### config.mk
export PLATFORM = sky130hd
export DESIGN_NAME = shared_pin_function_mux
export DESIGN_NICKNAME = d
export VERILOG_FILES = /design/src/logic/pin_mux_pkg.sv /design/src/logic/pin_sync.sv /design/src/logic/pin_select.sv /design/src/logic/shared_pin_function_mux.sv
export SDC_FILE = /design/constraint.sdc
export NUM_CORES = 1
export LEC_CHECK = 0
export BUFFER_PORTS_ARGS = -buffer_cell sky130_fd_sc_hd__buf_4
export CAP_MARGIN = 20
export CORE_MARGIN = 5
export CORE_UTILIZATION = 38
export CTS_CLUSTER_DIAMETER = 60
export DETAILED_ROUTE_END_ITERATION = 12
export REMOVE_ABC_BUFFERS = 1
export SYNTH_ARGS = -nofsm -noshare
export SYNTH_HDL_FRONTEND = slang
export SYNTH_HIERARCHICAL = 1
export SYNTH_SLANG_ARGS = --single-unit
### constraint.sdc
create_clock -name clock -period 2.6 [get_ports clock]
set_input_delay 0.52 -clock clock [delete_from_list [all_inputs] [get_ports clock]]
set_output_delay 0.52 -clock clock [all_outputs]
set_load 0.02 [all_outputs]
### src/logic/pin_mux_pkg.sv
`default_nettype none
package pin_mux_pkg;

    localparam int ADDR_W = 6;

    // register byte offsets
    localparam logic [5:0] SYS_CFG_OFS = 6'h00;
    localparam logic [5:0] INT_PIN_OFS = 6'h04;
    localparam logic [5:0] PA_DATA_OFS = 6'h08;
    localparam logic [5:0] PA_DIR_OFS = 6'h0c;
    localparam logic [5:0] PC_DATA_OFS = 6'h10;
    localparam logic [5:0] PC_DIR_OFS = 6'h14;
    localparam logic [5:0] PA_PINS_OFS = 6'h18;
    localparam logic [5:0] PC_PINS_OFS = 6'h1c;

    // field positions
    localparam int HOST_MODE_BIT = 1;
    localparam int TRI_ALT_BIT = 2;
    localparam int PORT_C_BIT = 7;
    localparam int CHAIN_OUT_BIT = 2;
    localparam int MEM_REQ_BIT = 3;

    // reset values
    localparam logic [7:0] SYS_CFG_RST = 8'h00;
    localparam logic [7:0] INT_PIN_RST = 8'h00;
    localparam logic [7:0] PORT_DATA_RST = 8'h00;
    localparam logic [7:0] PORT_DIR_RST = 8'h00;

    // port c lines 7 and 6 can never be outputs
    localparam logic [7:0] PC_IN_ONLY = 8'hc0;

    // synchronised pin levels, one field per pin group
    typedef struct packed {
        logic [1:0] intN;
        logic chain;
        logic wr;
        logic [4:0] cha;
        logic [2:0] tri3;
        logic [6:0] chb;
        logic [7:0] pa;
    } pin_in_s;

    typedef struct packed {
        logic [6:0] o;
        logic [6:0] oe;
        logic dtrReqN;
        logic waitReqN;
        logic rtsN;
    } chan_b_out_s;

    typedef struct packed {
        logic [7:0] data;
        logic dataOe;
        logic ddisN;
        logic intr;
        logic txRdyN;
        logic rxRdyN;
    } host_out_s;

    typedef struct packed {
        logic [7:0] data;
        logic [2:0] addr;
        logic csN;
        logic rdN;
        logic wrN;
    } host_in_s;

    typedef struct packed {
        logic waitReqN;
        logic dtrReqN;
        logic rtsN;
    } chan_a_out_s;

    typedef struct packed {
        logic ctsN;
        logic dcdN;
        logic syncN;
    } chan_a_in_s;

    typedef struct packed {
        logic ckaO;
        logic ckaOe;
        logic tend1N;
        logic mwrN;
        logic mrdN;
        logic mreqN;
        logic chain_enable_output;
    } mpu_out_s;

    typedef struct packed {
        logic ckaI;
        logic dreq1N;
        logic chain_enable_input;
        logic int1N;
        logic int2N;
    } mpu_in_s;

endpackage
`default_nettype wire

### src/logic/pin_sync.sv
`timescale 1ns/10ps
`default_nettype none
module pin_sync #(
    parameter int W = 1,
    parameter logic [W-1:0] RST = '1
) (
    input wire logic clock,
    input wire logic nrst,
    input wire logic [W-1:0] d,
    output logic [W-1:0] q
);
    logic [W-1:0] s1_r, s2_r, s3_r;
    logic [W-1:0] agree;

    // a bit only moves once two late stages agree: filters a runt glitch
    assign agree = ~(s2_r ^ s3_r);

    always_ff @(posedge clock or negedge nrst) begin
        if (!nrst) begin
            s1_r <= RST;
            s2_r <= RST;
            s3_r <= RST;
        end else begin
            s1_r <= d;
            s2_r <= s1_r;
            s3_r <= s2_r;
        end
    end

    always_ff @(posedge clock or negedge nrst) begin
        if (!nrst) begin
            q <= RST;
        end else begin
            q <= (s3_r & agree) | (q & ~agree);
        end
    end
endmodule // pin_sync
`default_nettype wire

### src/logic/pin_select.sv
`timescale 1ns/10ps
`default_nettype none
module pin_select #(
    parameter int W = 1,
    parameter logic [W-1:0] INACT = '1
) (
    input wire logic [1:0] sel,
    input wire logic [W-1:0] o0,
    input wire logic [W-1:0] e0,
    input wire logic [W-1:0] o1,
    input wire logic [W-1:0] e1,
    input wire logic [W-1:0] o2,
    input wire logic [W-1:0] e2,
    input wire logic [W-1:0] pinIn,
    output logic [W-1:0] pinOut,
    output logic [W-1:0] pinOe,
    output logic [W-1:0] i0,
    output logic [W-1:0] i1,
    output logic [W-1:0] i2
);
    always_comb begin
        case (sel)
            2'h1: begin
                pinOut = o1;
                pinOe = e1;
            end
            2'h2: begin
                pinOut = o2;
                pinOe = e2;
            end
            default: begin
                pinOut = o0;
                pinOe = e0;
            end
        endcase
    end

    // units that lost the pin see a quiet level, not the pin
    assign i0 = (sel == 2'h0) ? pinIn : INACT;
    assign i1 = (sel == 2'h1) ? pinIn : INACT;
    assign i2 = (sel == 2'h2) ? pinIn : INACT;
endmodule // pin_select
`default_nettype wire

### src/logic/shared_pin_function_mux.sv
// Local design decisions: the Avalon-MM interface to the registers and the placing of the registers.
`timescale 1ns/10ps
`default_nettype none
module shared_pin_function_mux (
    input wire logic clock,
    input wire logic nrst,
    input wire logic [pin_mux_pkg::ADDR_W-1:0] avs_address,
    input wire logic avs_read,
    input wire logic avs_write,
    input wire logic [31:0] avs_writedata,
    input wire logic [3:0] avs_byteenable,
    output logic [31:0] avs_readdata,
    output logic avs_waitrequest,
    input wire logic [7:0] paPinIn,
    output logic [7:0] paPinOut,
    output logic [7:0] paPinOe,
    input wire logic [6:0] chbPinIn,
    output logic [6:0] chbPinOut,
    output logic [6:0] chbPinOe,
    input wire logic [2:0] triPinIn,
    output logic [2:0] triPinOut,
    output logic [2:0] triPinOe,
    input wire logic [4:0] chaPinIn,
    output logic [4:0] chaPinOut,
    output logic [4:0] chaPinOe,
    input wire logic wrPinIn,
    output logic wrPinOut,
    output logic wrPinOe,
    input wire logic chainPinIn,
    output logic chainPinOut,
    output logic chainPinOe,
    output logic mrdPinOut,
    input wire logic [1:0] intPinIn,
    input wire pin_mux_pkg::chan_b_out_s chbOut,
    output pin_mux_pkg::host_in_s hostIn,
    input wire pin_mux_pkg::host_out_s hostOut,
    output logic [6:0] chbIn,
    input wire pin_mux_pkg::chan_a_out_s chaOut,
    output pin_mux_pkg::chan_a_in_s chaIn,
    input wire pin_mux_pkg::mpu_out_s mpuOut,
    output pin_mux_pkg::mpu_in_s mpuIn
);
    import pin_mux_pkg::*;

    logic [7:0] sysCfg_r, intPin_r, paData_r, paDir_r, pcData_r, pcDir_r;
    logic ack_r;
    logic [31:0] rdData_r, rdData_nxt;
    logic req, wrEn;
    logic hostMode, portC, chainOut, memReq;
    logic [1:0] triSel, wrSel;
    pin_in_s rawIn, syncIn;
    logic [7:0] paPortIn, pcPins;
    logic [6:0] hostBusIn;
    logic [4:0] chaUnitIn, pcLow;
    logic [2:0] triMpuIn;
    logic pc2In;

    ////////////////////////////////////////////////////////////////////
    // avalon slave: one wait cycle on every access

    assign req = avs_read | avs_write;
    assign avs_waitrequest = req & ~ack_r;
    assign wrEn = avs_write & ack_r & avs_byteenable[0];
    assign avs_readdata = rdData_r;

    always_ff @(posedge clock or negedge nrst) begin
        if (!nrst) begin
            ack_r <= 1'b0;
        end else begin
            ack_r <= req & ~ack_r;
        end
    end

    always_ff @(posedge clock or negedge nrst) begin
        if (!nrst) begin
            sysCfg_r <= SYS_CFG_RST;
            intPin_r <= INT_PIN_RST;
            paData_r <= PORT_DATA_RST;
            paDir_r <= PORT_DIR_RST;
            pcData_r <= PORT_DATA_RST;
            pcDir_r <= PORT_DIR_RST;
        end else if (wrEn) begin
            case (avs_address)
                SYS_CFG_OFS: sysCfg_r <= avs_writedata[7:0];
                INT_PIN_OFS: intPin_r <= avs_writedata[7:0];
                PA_DATA_OFS: paData_r <= avs_writedata[7:0];
                PA_DIR_OFS: paDir_r <= avs_writedata[7:0];
                PC_DATA_OFS: pcData_r <= avs_writedata[7:0];
                PC_DIR_OFS:
                    pcDir_r <= avs_writedata[7:0] & ~PC_IN_ONLY;
                default: ;
            endcase
        end
    end

    // unmapped addresses read zero and ignore writes
    always_comb begin
        rdData_nxt = 32'h0000_0000;
        case (avs_address)
            SYS_CFG_OFS: rdData_nxt[7:0] = sysCfg_r;
            INT_PIN_OFS: rdData_nxt[7:0] = intPin_r;
            PA_DATA_OFS: rdData_nxt[7:0] = paData_r;
            PA_DIR_OFS: rdData_nxt[7:0] = paDir_r;
            PC_DATA_OFS: rdData_nxt[7:0] = pcData_r;
            PC_DIR_OFS: rdData_nxt[7:0] = pcDir_r;
            PA_PINS_OFS: rdData_nxt[7:0] = paPortIn;
            PC_PINS_OFS: rdData_nxt[7:0] = pcPins;
            default: rdData_nxt = 32'h0000_0000;
        endcase
    end

    always_ff @(posedge clock or negedge nrst) begin
        if (!nrst) begin
            rdData_r <= 32'h0000_0000;
        end else if (avs_read & ~ack_r) begin
            rdData_r <= rdData_nxt;
        end
    end

    ////////////////////////////////////////////////////////////////////
    // selection decode

    assign hostMode = sysCfg_r[HOST_MODE_BIT];
    assign portC = sysCfg_r[PORT_C_BIT];
    assign chainOut = intPin_r[CHAIN_OUT_BIT];
    assign memReq = intPin_r[MEM_REQ_BIT];

    // host mode outranks bit 2 on the three-function pins
    assign triSel = hostMode ? 2'h2 :
        (sysCfg_r[TRI_ALT_BIT] ? 2'h1 : 2'h0);
    assign wrSel = !memReq ? 2'h0 : (portC ? 2'h1 : 2'h2);

    ////////////////////////////////////////////////////////////////////
    // every pin input is synchronised before anyone looks at it

    assign rawIn = {intPinIn, chainPinIn, wrPinIn, chaPinIn, triPinIn,
        chbPinIn, paPinIn};

    pin_sync #(.W($bits(pin_in_s)), .RST('1)) u_sync (
        .clock(clock),
        .nrst(nrst),
        .d(rawIn),
        .q(syncIn)
    );

    ////////////////////////////////////////////////////////////////////
    // pin groups

    pin_select #(.W(8), .INACT(8'h00)) u_pa (
        .sel({1'b0, hostMode}),
        .o0(paData_r),
        .e0(paDir_r),
        .o1(hostOut.data),
        .e1({8{hostOut.dataOe}}),
        .o2(8'h00),
        .e2(8'h00),
        .pinIn(syncIn.pa),
        .pinOut(paPinOut),
        .pinOe(paPinOe),
        .i0(paPortIn),
        .i1(hostIn.data),
        .i2()
    );

    pin_select #(.W(7), .INACT(7'h7f)) u_chb (
        .sel({1'b0, hostMode}),
        .o0(chbOut.o),
        .e0(chbOut.oe),
        .o1({6'h3f, hostOut.ddisN}),
        .e1(7'h01),
        .o2(7'h00),
        .e2(7'h00),
        .pinIn(syncIn.chb),
        .pinOut(chbPinOut),
        .pinOe(chbPinOe),
        .i0(chbIn),
        .i1(hostBusIn),
        .i2()
    );

    assign hostIn.addr = {hostBusIn[3], hostBusIn[1], hostBusIn[2]};
    assign hostIn.csN = hostBusIn[4];
    assign hostIn.wrN = hostBusIn[5];
    assign hostIn.rdN = hostBusIn[6];

    pin_select #(.W(3), .INACT(3'h7)) u_tri (
        .sel(triSel),
        .o0({mpuOut.tend1N, 1'b1, mpuOut.ckaO}),
        .e0({1'b1, 1'b0, mpuOut.ckaOe}),
        .o1({chbOut.rtsN, chbOut.waitReqN, chbOut.dtrReqN}),
        .e1(3'h7),
        .o2({hostOut.rxRdyN, hostOut.txRdyN, hostOut.intr}),
        .e2(3'h7),
        .pinIn(syncIn.tri3),
        .pinOut(triPinOut),
        .pinOe(triPinOe),
        .i0(triMpuIn),
        .i1(),
        .i2()
    );

    // channel A order: dcd/pc0, cts/pc1, dtr/pc3, sync/pc4, wait/pc5
    pin_select #(.W(5), .INACT(5'h1f)) u_cha (
        .sel({1'b0, portC}),
        .o0({chaOut.waitReqN, 1'b1, chaOut.dtrReqN, 2'h3}),
        .e0(5'h14),
        .o1({pcData_r[5:3], pcData_r[1:0]}),
        .e1({pcDir_r[5:3], pcDir_r[1:0]}),
        .o2(5'h00),
        .e2(5'h00),
        .pinIn(syncIn.cha),
        .pinOut(chaPinOut),
        .pinOe(chaPinOe),
        .i0(chaUnitIn),
        .i1(pcLow),
        .i2()
    );

    assign chaIn.dcdN = chaUnitIn[0];
    assign chaIn.ctsN = chaUnitIn[1];
    assign chaIn.syncN = chaUnitIn[3];

    pin_select #(.W(1), .INACT(1'b1)) u_wr (
        .sel(wrSel),
        .o0(mpuOut.mwrN),
        .e0(1'b1),
        .o1(pcData_r[2]),
        .e1(pcDir_r[2]),
        .o2(chaOut.rtsN),
        .e2(1'b1),
        .pinIn(syncIn.wr),
        .pinOut(wrPinOut),
        .pinOe(wrPinOe),
        .i0(),
        .i1(pc2In),
        .i2()
    );

    // interrupt lines reach the port only as reads; no output path exists
    assign pcPins = {syncIn.intN, pcLow[4:2], pc2In, pcLow[1:0]};

    assign mrdPinOut = memReq ? mpuOut.mreqN : mpuOut.mrdN;
    assign chainPinOut = mpuOut.chain_enable_output;
    assign chainPinOe = chainOut;
    // high keeps the chain open when the pin is taken for the output
    assign mpuIn.chain_enable_input = chainOut ? 1'b1 : syncIn.chain;
    assign mpuIn.ckaI = triMpuIn[0];
    assign mpuIn.dreq1N = triMpuIn[1];
    assign mpuIn.int1N = syncIn.intN[0];
    assign mpuIn.int2N = syncIn.intN[1];

    ////////////////////////////////////////////////////////////////////
    // checks

    property p_host_take;
        @(posedge clock) disable iff (!nrst)
        (wrEn && avs_address == SYS_CFG_OFS && avs_writedata[1])
            |=> (paPinOe == {8{hostOut.dataOe}}) && (chbPinOe == 7'h01);
    endproperty
    a_host_take: assert property (p_host_take)
        else $error("host mode write did not hand over pins");

    property p_modem_port;
        @(posedge clock) disable iff (!nrst)
        portC |-> chaPinOe == {pcDir_r[5:3], pcDir_r[1:0]};
    endproperty
    a_modem_port: assert property (p_modem_port)
        else $error("port C lines not driven from port registers");

    property p_tri_pick;
        @(posedge clock) disable iff (!nrst)
        (!hostMode && sysCfg_r[TRI_ALT_BIT]) |->
            triPinOut == {chbOut.rtsN, chbOut.waitReqN, chbOut.dtrReqN};
    endproperty
    a_tri_pick: assert property (p_tri_pick)
        else $error("three-function pins missed second function");

    property p_mem_strobe;
        @(posedge clock) disable iff (!nrst)
        $rose(memReq) |-> mrdPinOut == mpuOut.mreqN;
    endproperty
    a_mem_strobe: assert property (p_mem_strobe)
        else $error("read strobe pin not moved to memory request");

    property p_chain_dir;
        @(posedge clock) disable iff (!nrst)
        (chainPinOe == chainOut) and (chainOut |-> mpuIn.chain_enable_input);
    endproperty
    a_chain_dir: assert property (p_chain_dir)
        else $error("chain pin direction wrong");

    property p_int_read;
        @(posedge clock) disable iff (!nrst)
        // the synchroniser shows reset ones until four edges after release
        ($past(nrst, 4) && $past(intPinIn, 3) == $past(intPinIn, 4))
            |-> pcPins[7:6] == $past(intPinIn, 3) && pcDir_r[7:6] == 2'h0;
    endproperty
    a_int_read: assert property (p_int_read)
        else $error("port C 7:6 does not follow interrupt pins");

    property p_wr_pair;
        @(posedge clock) disable iff (!nrst)
        (memReq && !portC) |-> wrPinOut == chaOut.rtsN && wrPinOe;
    endproperty
    a_wr_pair: assert property (p_wr_pair)
        else $error("write strobe pin not given to request-to-send");

    property p_loser_quiet;
        @(posedge clock) disable iff (!nrst)
        hostMode |-> chbIn == 7'h7f && paPortIn == 8'h00;
    endproperty
    a_loser_quiet: assert property (p_loser_quiet)
        else $error("unit that lost its pins still sees them");

    property p_bus_answer;
        @(posedge clock) disable iff (!nrst)
        $rose(req) |-> avs_waitrequest ##1 !avs_waitrequest;
    endproperty
    a_bus_answer: assert property (p_bus_answer)
        else $error("bus answer not after exactly one wait cycle");

endmodule // shared_pin_function_mux
`default_nettype wire

==> flow_metrics.tcl, run 1 <==
set metrics [dict create \
    post_drt_via_cell_ratio 4.39 \
    max_clock_freq_ghz 0.402 \
    crit_path_max_fanout 9 \
    fin_nets 984 \
    numClockSinks 159 \
    grtUsageTotal 0.145 \
    grt_pass1_vias 4875 \
    design.die.area_sq_um 23300 \
    crit_path_kind "reg -> out" \
    post-route-cell-area_sq_um 10000 \
    antenna_cells 0 \
    irDropWorstVdd_mv 0.472 \
    layout_common_cells "181 x sky130_fd_sc_hd__buf_4, 104 x sky130_fd_sc_hd__dfstp_2, 102 x sky130_fd_sc_hd__conb_1" \
    drc 0 \
    total_leakage_power_nw 4.55 \
    worst-slew-pin-transition_ps 755 \
    worst_ep_arrival_time_ps 1970 \
    ant_nets 0 \
    largest_net_degree_at_the_start_of_global_routing 74 \
    drive_gt1_frac 0.521 \
    endpoint_kind_of_the_worst_setup_timing_path "output port" \
    final.setup.worst_slack_ps 111 \
    cts_h_tree_depth 4 \
    maximum_root_to_sink_buffer_count 2 \
    max_slew_margin 0.497 \
    synth_cells 616 \
    place_hpwl_mm 12.5 \
    worstPathRequired_ps 2080 \
    switching_power_as_a_share_of_total_power 0.289 \
    mostFrequentLayoutCell "sky130_fd_sc_hd__buf_4" \
    final_cells 1139 \
    reg_to_reg_startpoint "sysCfg_r[1]$_DFFE_PN0P_" \
    timing_max_transition_violations_final 0 \
    hold_viol_final 0 \
    worst_skew_pair_later_pin_latency_ps 420 \
    hold_path_class "in -> async" \
    setup.worst_path.start_class "flip-flop" \
    power.internal_mw 4.45 \
    p_switching_mw 1.81 \
    hold-worst-slack_ps 136 \
    power.share.combinational 0.156 \
    clock_pin_slew_of_the_registers_on_the_worst_case_setup_and_hold_paths_ps 70 \
    area.growth.synth_to_final_pct 29.8 \
    clock_tree.root_cell "sky130_fd_sc_hd__clkbuf_16" \
    power.share.sequential 0.445 \
    cts_buffers 17 \
    status "finished clean" \
    yosys_warnings 6 \
    antenna_found_initial 0 \
    detailroute.via_count 5000 \
    placement_rows 52 \
    power.density_nw_per_um2 625 \
    drt_first_pass_iters 4 \
    initial_utilization 0.384 \
    totalWireLength_mm 16.9 \
    die_h_um 153 \
    numPortBuffers 171 \
    detailed_place.area_sq_um 9380 \
    power_frac_clock 0.399 \
    average_footprint_of_a_synthesized_cell_sq_um 12.5 \
    post-route-period-util 0.957 \
    detail_route.iter0.violations 159 \
    detail_route.wl_per_cell_um 14.8 \
    fp.dieW_um 153 \
    syn_area_sq_um 7720 \
    final_period_minus_worst_setup_slack_ps 2490 \
    pre_cts_slack_ps 316 \
    cap_violations 0 \
    design.core.area_sq_um 20100 \
    global_route.overflow_total 0 \
    place_congestion 0.770 \
    number_of_buffers_added_to_fix_hold_violations_after_cts 0 \
    cts_tree "built" \
    grt_first_pass_wirelength_mm 27.0 \
    fin_skew_ps 6.42 \
    placed_cells_incl_taps 1107 \
    setup_viols_final 0 \
    startpoint "sysCfg_r[1]$_DFFE_PN0P_" \
    io-pin-count 226 \
]
[per-stage QoR]
stage | utilization | power (mW) | TNS (ps)
floorplan | - | 3.36 | 0
global placement | 0.467 | 3.79 | 0
global route | 0.498 | 6.57 | -1.56
CTS | 0.497 | 6.34 | 0
detailed placement | 0.467 | 3.80 | 0
finish | 0.498 | 6.26 | 0
[metal layers]
| metal | vias up | global-route usage | wire length (um) |
|---|---|---|---|
| met5 | - | 0 | 0 |
| met4 | 0 | 0.0399 | 170 |
| met3 | 12 | 0.0435 | 1060 |
| met2 | 150 | 0.220 | 7680 |
| met1 | 2329 | 0.204 | 7970 |
| li1 | 2509 | - | - |
[area by class of cell]
class,count,area [sq um]
clock inverter,15,181
sequential,159,4110
clock buffer,17,425
inverter,12,45.0
multi-input combinational,480,3480
timing repair buffer,186,1440
tap,270,338
fill,1857,10100
[critical path, cell delays in order, from the launching register on]
cell,delay [ps]
sky130_fd_sc_hd__dfrtp_2,500
sky130_fd_sc_hd__nor2b_1,200
sky130_fd_sc_hd__inv_1,110
sky130_fd_sc_hd__ha_1,330
sky130_fd_sc_hd__a22oi_2,180
sky130_fd_sc_hd__a21oi_2,70
sky130_fd_sc_hd__buf_4,160
[power by group through the flow]
stage	logic (mW)	clock network, mW	registers, mW
6_report	0.977	2.50	2.78
3_3_place_gp	0.963	0	2.82
3_5_place_dp	0.969	0	2.83
2_1_floorplan	0.558	0	2.80
4_1_cts	0.973	2.57	2.79
5_1_grt	1.07	2.70	2.81
[path summary, 6_finish.rpt]
kind	slack (ps)	cells after the start	to
worst max-delay path	110	6	triPinOut[0]
worst min-delay path	140	1	pcDir_r[3]$_DFFE_PN0P_
worst max register to register	570	7	avs_readdata[6]$_DFFE_PN0P_
worst min register to register	350	0	u_sync/s2_r[26]$_DFF_PN1_
max in group asynchronous	1750	2	async pin
min in group clock	200	1	u_sync/s1_r[2]$_DFF_PN1_
[repair_timing]
action	4_1_cts	5_1_grt
hold endpoints to repair	0	0
pin swaps	0	0
endpoints found under the setup margin	27	20
buffers inserted	0	0
gates resized for setup	3	4
Power figures use the tool's default switching activity.
==> inputs of run 2 (changes only) <==
REMOVE_ABC_BUFFERS = unset   (was 1)
==> run 2 against run 1 <==
First-iteration DRC count shrank 1.9%. Die area unchanged. Flip-flop and latch count unchanged. Largest power group unchanged. Worst setup slack better by 16 ps. Utilization shrank 0.32 points. Sequential share of layout area increased by 0.27 points. Combinational power shrank 0.7%. Critical path depth stayed put. Register-to-register slack got worse by 90 ps. Largest cell class unchanged.
==> flow_metrics.tcl, run 2 (synthesis results as in run 1) <==
set metrics [dict create \
    status "finished clean" \
    place_congestion 0.796 \
    totalNegativeSetupSlack_ps 0 \
    total_leakage_power_nw 4.52 \
    cap_violations 0 \
    clock_tree.root_cell "sky130_fd_sc_hd__clkbuf_16" \
    cp_num_buf_inv 2 \
    switching_power_as_a_share_of_total_power 0.262 \
    cts_buffers 17 \
    power_frac_clock 0.387 \
    fin_nets 984 \
    setup.worst_path.start_class "flip-flop" \
    detailroute.via_count 5135 \
    io-pin-count 226 \
    timing_max_transition_violations_final 0 \
    cpLargestDelayFamily "flip-flops" \
    cells_traversed_along_the_worst_timing_path "nor2b_1, inv_1, ha_4, nor2_1, a21oi_2, buf_4" \
    initial_utilization 0.384 \
    irDropWorstVdd_mv 0.443 \
    crit_path_kind "reg -> out" \
    numClockSinks 159 \
    hold_viol_final 0 \
    max_slew_margin 0.496 \
    drc 0 \
    worstPathRequired_ps 2080 \
    worst_ep_arrival_time_ps 1950 \
    power.internal_mw 4.52 \
    fp.dieW_um 153 \
    maximum_root_to_sink_buffer_count 2 \
    critical-path-max-stage-delay_ps 490 \
    power.share.sequential 0.454 \
    antenna_found_initial 0 \
    largest_net_degree_at_the_start_of_global_routing 68 \
    crit_path_max_fanout 12 \
    slowest_stage "sky130_fd_sc_hd__dfrtp_2" \
    setup_viols_final 0 \
    numPortBuffers 171 \
    detail_route.wl_per_cell_um 15.1 \
    worst-slew-pin-transition_ps 756 \
    post-route-period-util 0.951 \
    drt_first_pass_iters 4 \
    worst_skew_pair_later_pin_latency_ps 410 \
    grtUsageTotal 0.149 \
    cts_h_tree_depth 4 \
    endpoint_kind_of_the_worst_setup_timing_path "output port" \
    layout_common_cells "183 x sky130_fd_sc_hd__buf_4, 104 x sky130_fd_sc_hd__dfstp_2, 102 x sky130_fd_sc_hd__conb_1" \
    die_h_um 153 \
    clock_pin_slew_of_the_registers_on_the_worst_case_setup_and_hold_paths_ps 60 \
    mostFrequentLayoutCell "sky130_fd_sc_hd__buf_4" \
    drive_gt1_frac 0.517 \
    max_clock_freq_ghz 0.404 \
    detail_route.iter0.violations 156 \
    antenna_cells 0 \
    placed_cells_incl_taps 1107 \
    area.growth.synth_to_final_pct 28.9 \
    grt_pass1_vias 5194 \
    place_hpwl_mm 13.0 \
    post_drt_via_cell_ratio 4.51 \
    final_cells 1138 \
    unrepaired_setup_endpoints_after_global_routing "false" \
    cts_tree "built" \
    grt_first_pass_wirelength_mm 27.9 \
    fillerInstances 1832 \
    number_of_buffers_added_to_fix_hold_violations_after_cts 0 \
    ant_nets 0 \
    design.core.area_sq_um 20100 \
    power.density_nw_per_um2 616 \
    placement_rows 52 \
    cts_setup_buffers 0 \
    totalWireLength_mm 17.2 \
    final_period_minus_worst_setup_slack_ps 2470 \
    power.share.combinational 0.158 \
    p_switching_mw 1.61 \
    totalPowerFinal_mw 6.13 \
    hold_path_class "in -> async" \
    hold-worst-slack_ps 104 \
    global_route.overflow_total 0 \
    design.die.area_sq_um 23300 \
    fin_skew_ps 8.83 \
]
==> run 2: changes by cell type in the layout (fill, tap and decap cells not counted), sizes merged <==
cell,delta
bufinv,+1
clkbuf,+4
inv,-7
clkinvlp,+1
==> run 2: path summary, 6_finish.rpt <==
kind                                                to                       from  depth (start not counted)  slack [ps]
min                        avs_readdata[2]$_DFFE_PN0P_                       nrst                          1         100
max                                       triPinOut[2]    sysCfg_r[1]$_DFFE_PN0P_                          6         130
max reg2reg                avs_readdata[3]$_DFFE_PN0P_    sysCfg_r[7]$_DFFE_PN0P_                          7         480
max in group asynchronous                    async pin                       nrst                          2        1710
min in group clock           u_sync/s1_r[26]$_DFF_PN1_                intPinIn[1]                          1         210
min reg2reg                  u_sync/s2_r[12]$_DFF_PN1_  u_sync/s1_r[12]$_DFF_PN1_                          0         360
==> run 2: what timing repair did <==
action,4_1_cts,5_1_grt
resized for setup,3,2
gates cloned,0,0
setup endpoints to repair,10,6
pin swaps,0,0
==> run 2: final cells by class <==
class                           instances  area [sq um]  area share
Sequential cell                       159          4110       0.413
Multi-Input combinational cell        480          3470       0.348
Timing Repair Buffer                  186          1430       0.143
Clock buffer                           21           462      0.0464
Tap cell                              270           338      0.0339
Clock inverter                         10           106      0.0107
Inverter                               12          45.0     0.00452
==> run 2: through the flow <==
| step | cell area, sq um | utilization | worst slack (ps) |
|---|---|---|---|
| after floorplan | 8100 | - | 609 |
| after global placement | 9370 | 0.466 | 337 |
| after detailed placement | 9370 | 0.466 | 241 |
| after CTS | 9950 | 0.495 | 53.7 |
| after global routing | 9950 | 0.495 | 2.26 |
| final | 9950 | 0.495 | 127 |
==> run 2: routing by layer <==
layer | vias up | routed length (um) | track usage | share of wire
met2 | 162 | 8240 | 0.241 | 0.48
li1 | 2512 | - | - | -
met1 | 2453 | 7660 | 0.194 | 0.44
met5 | - | 0 | 0 | 0
met3 | 8 | 1250 | 0.0585 | 0.072
met4 | 0 | 91 | 0.0250 | 0.0053
==> run 2: power by group through the flow <==
stage | clock network [mW] | logic (mW) | registers, mW
2_1_floorplan | 0 | 0.631 | 2.80
3_3_place_gp | 0 | 0.964 | 2.82
3_5_place_dp | 0 | 0.971 | 2.83
4_1_cts | 2.45 | 0.979 | 2.79
5_1_grt | 2.57 | 1.06 | 2.81
6_report | 2.37 | 0.970 | 2.79
==> run 2: worst reg2reg max path, delay by kind of cell (launching register included) <==
kind,cells,cell delay [ps]
simple gates,3,500
buf+inv,1,220
compound gates,1,130
flops,1,490
mux,1,140
fa+ha+maj,1,510
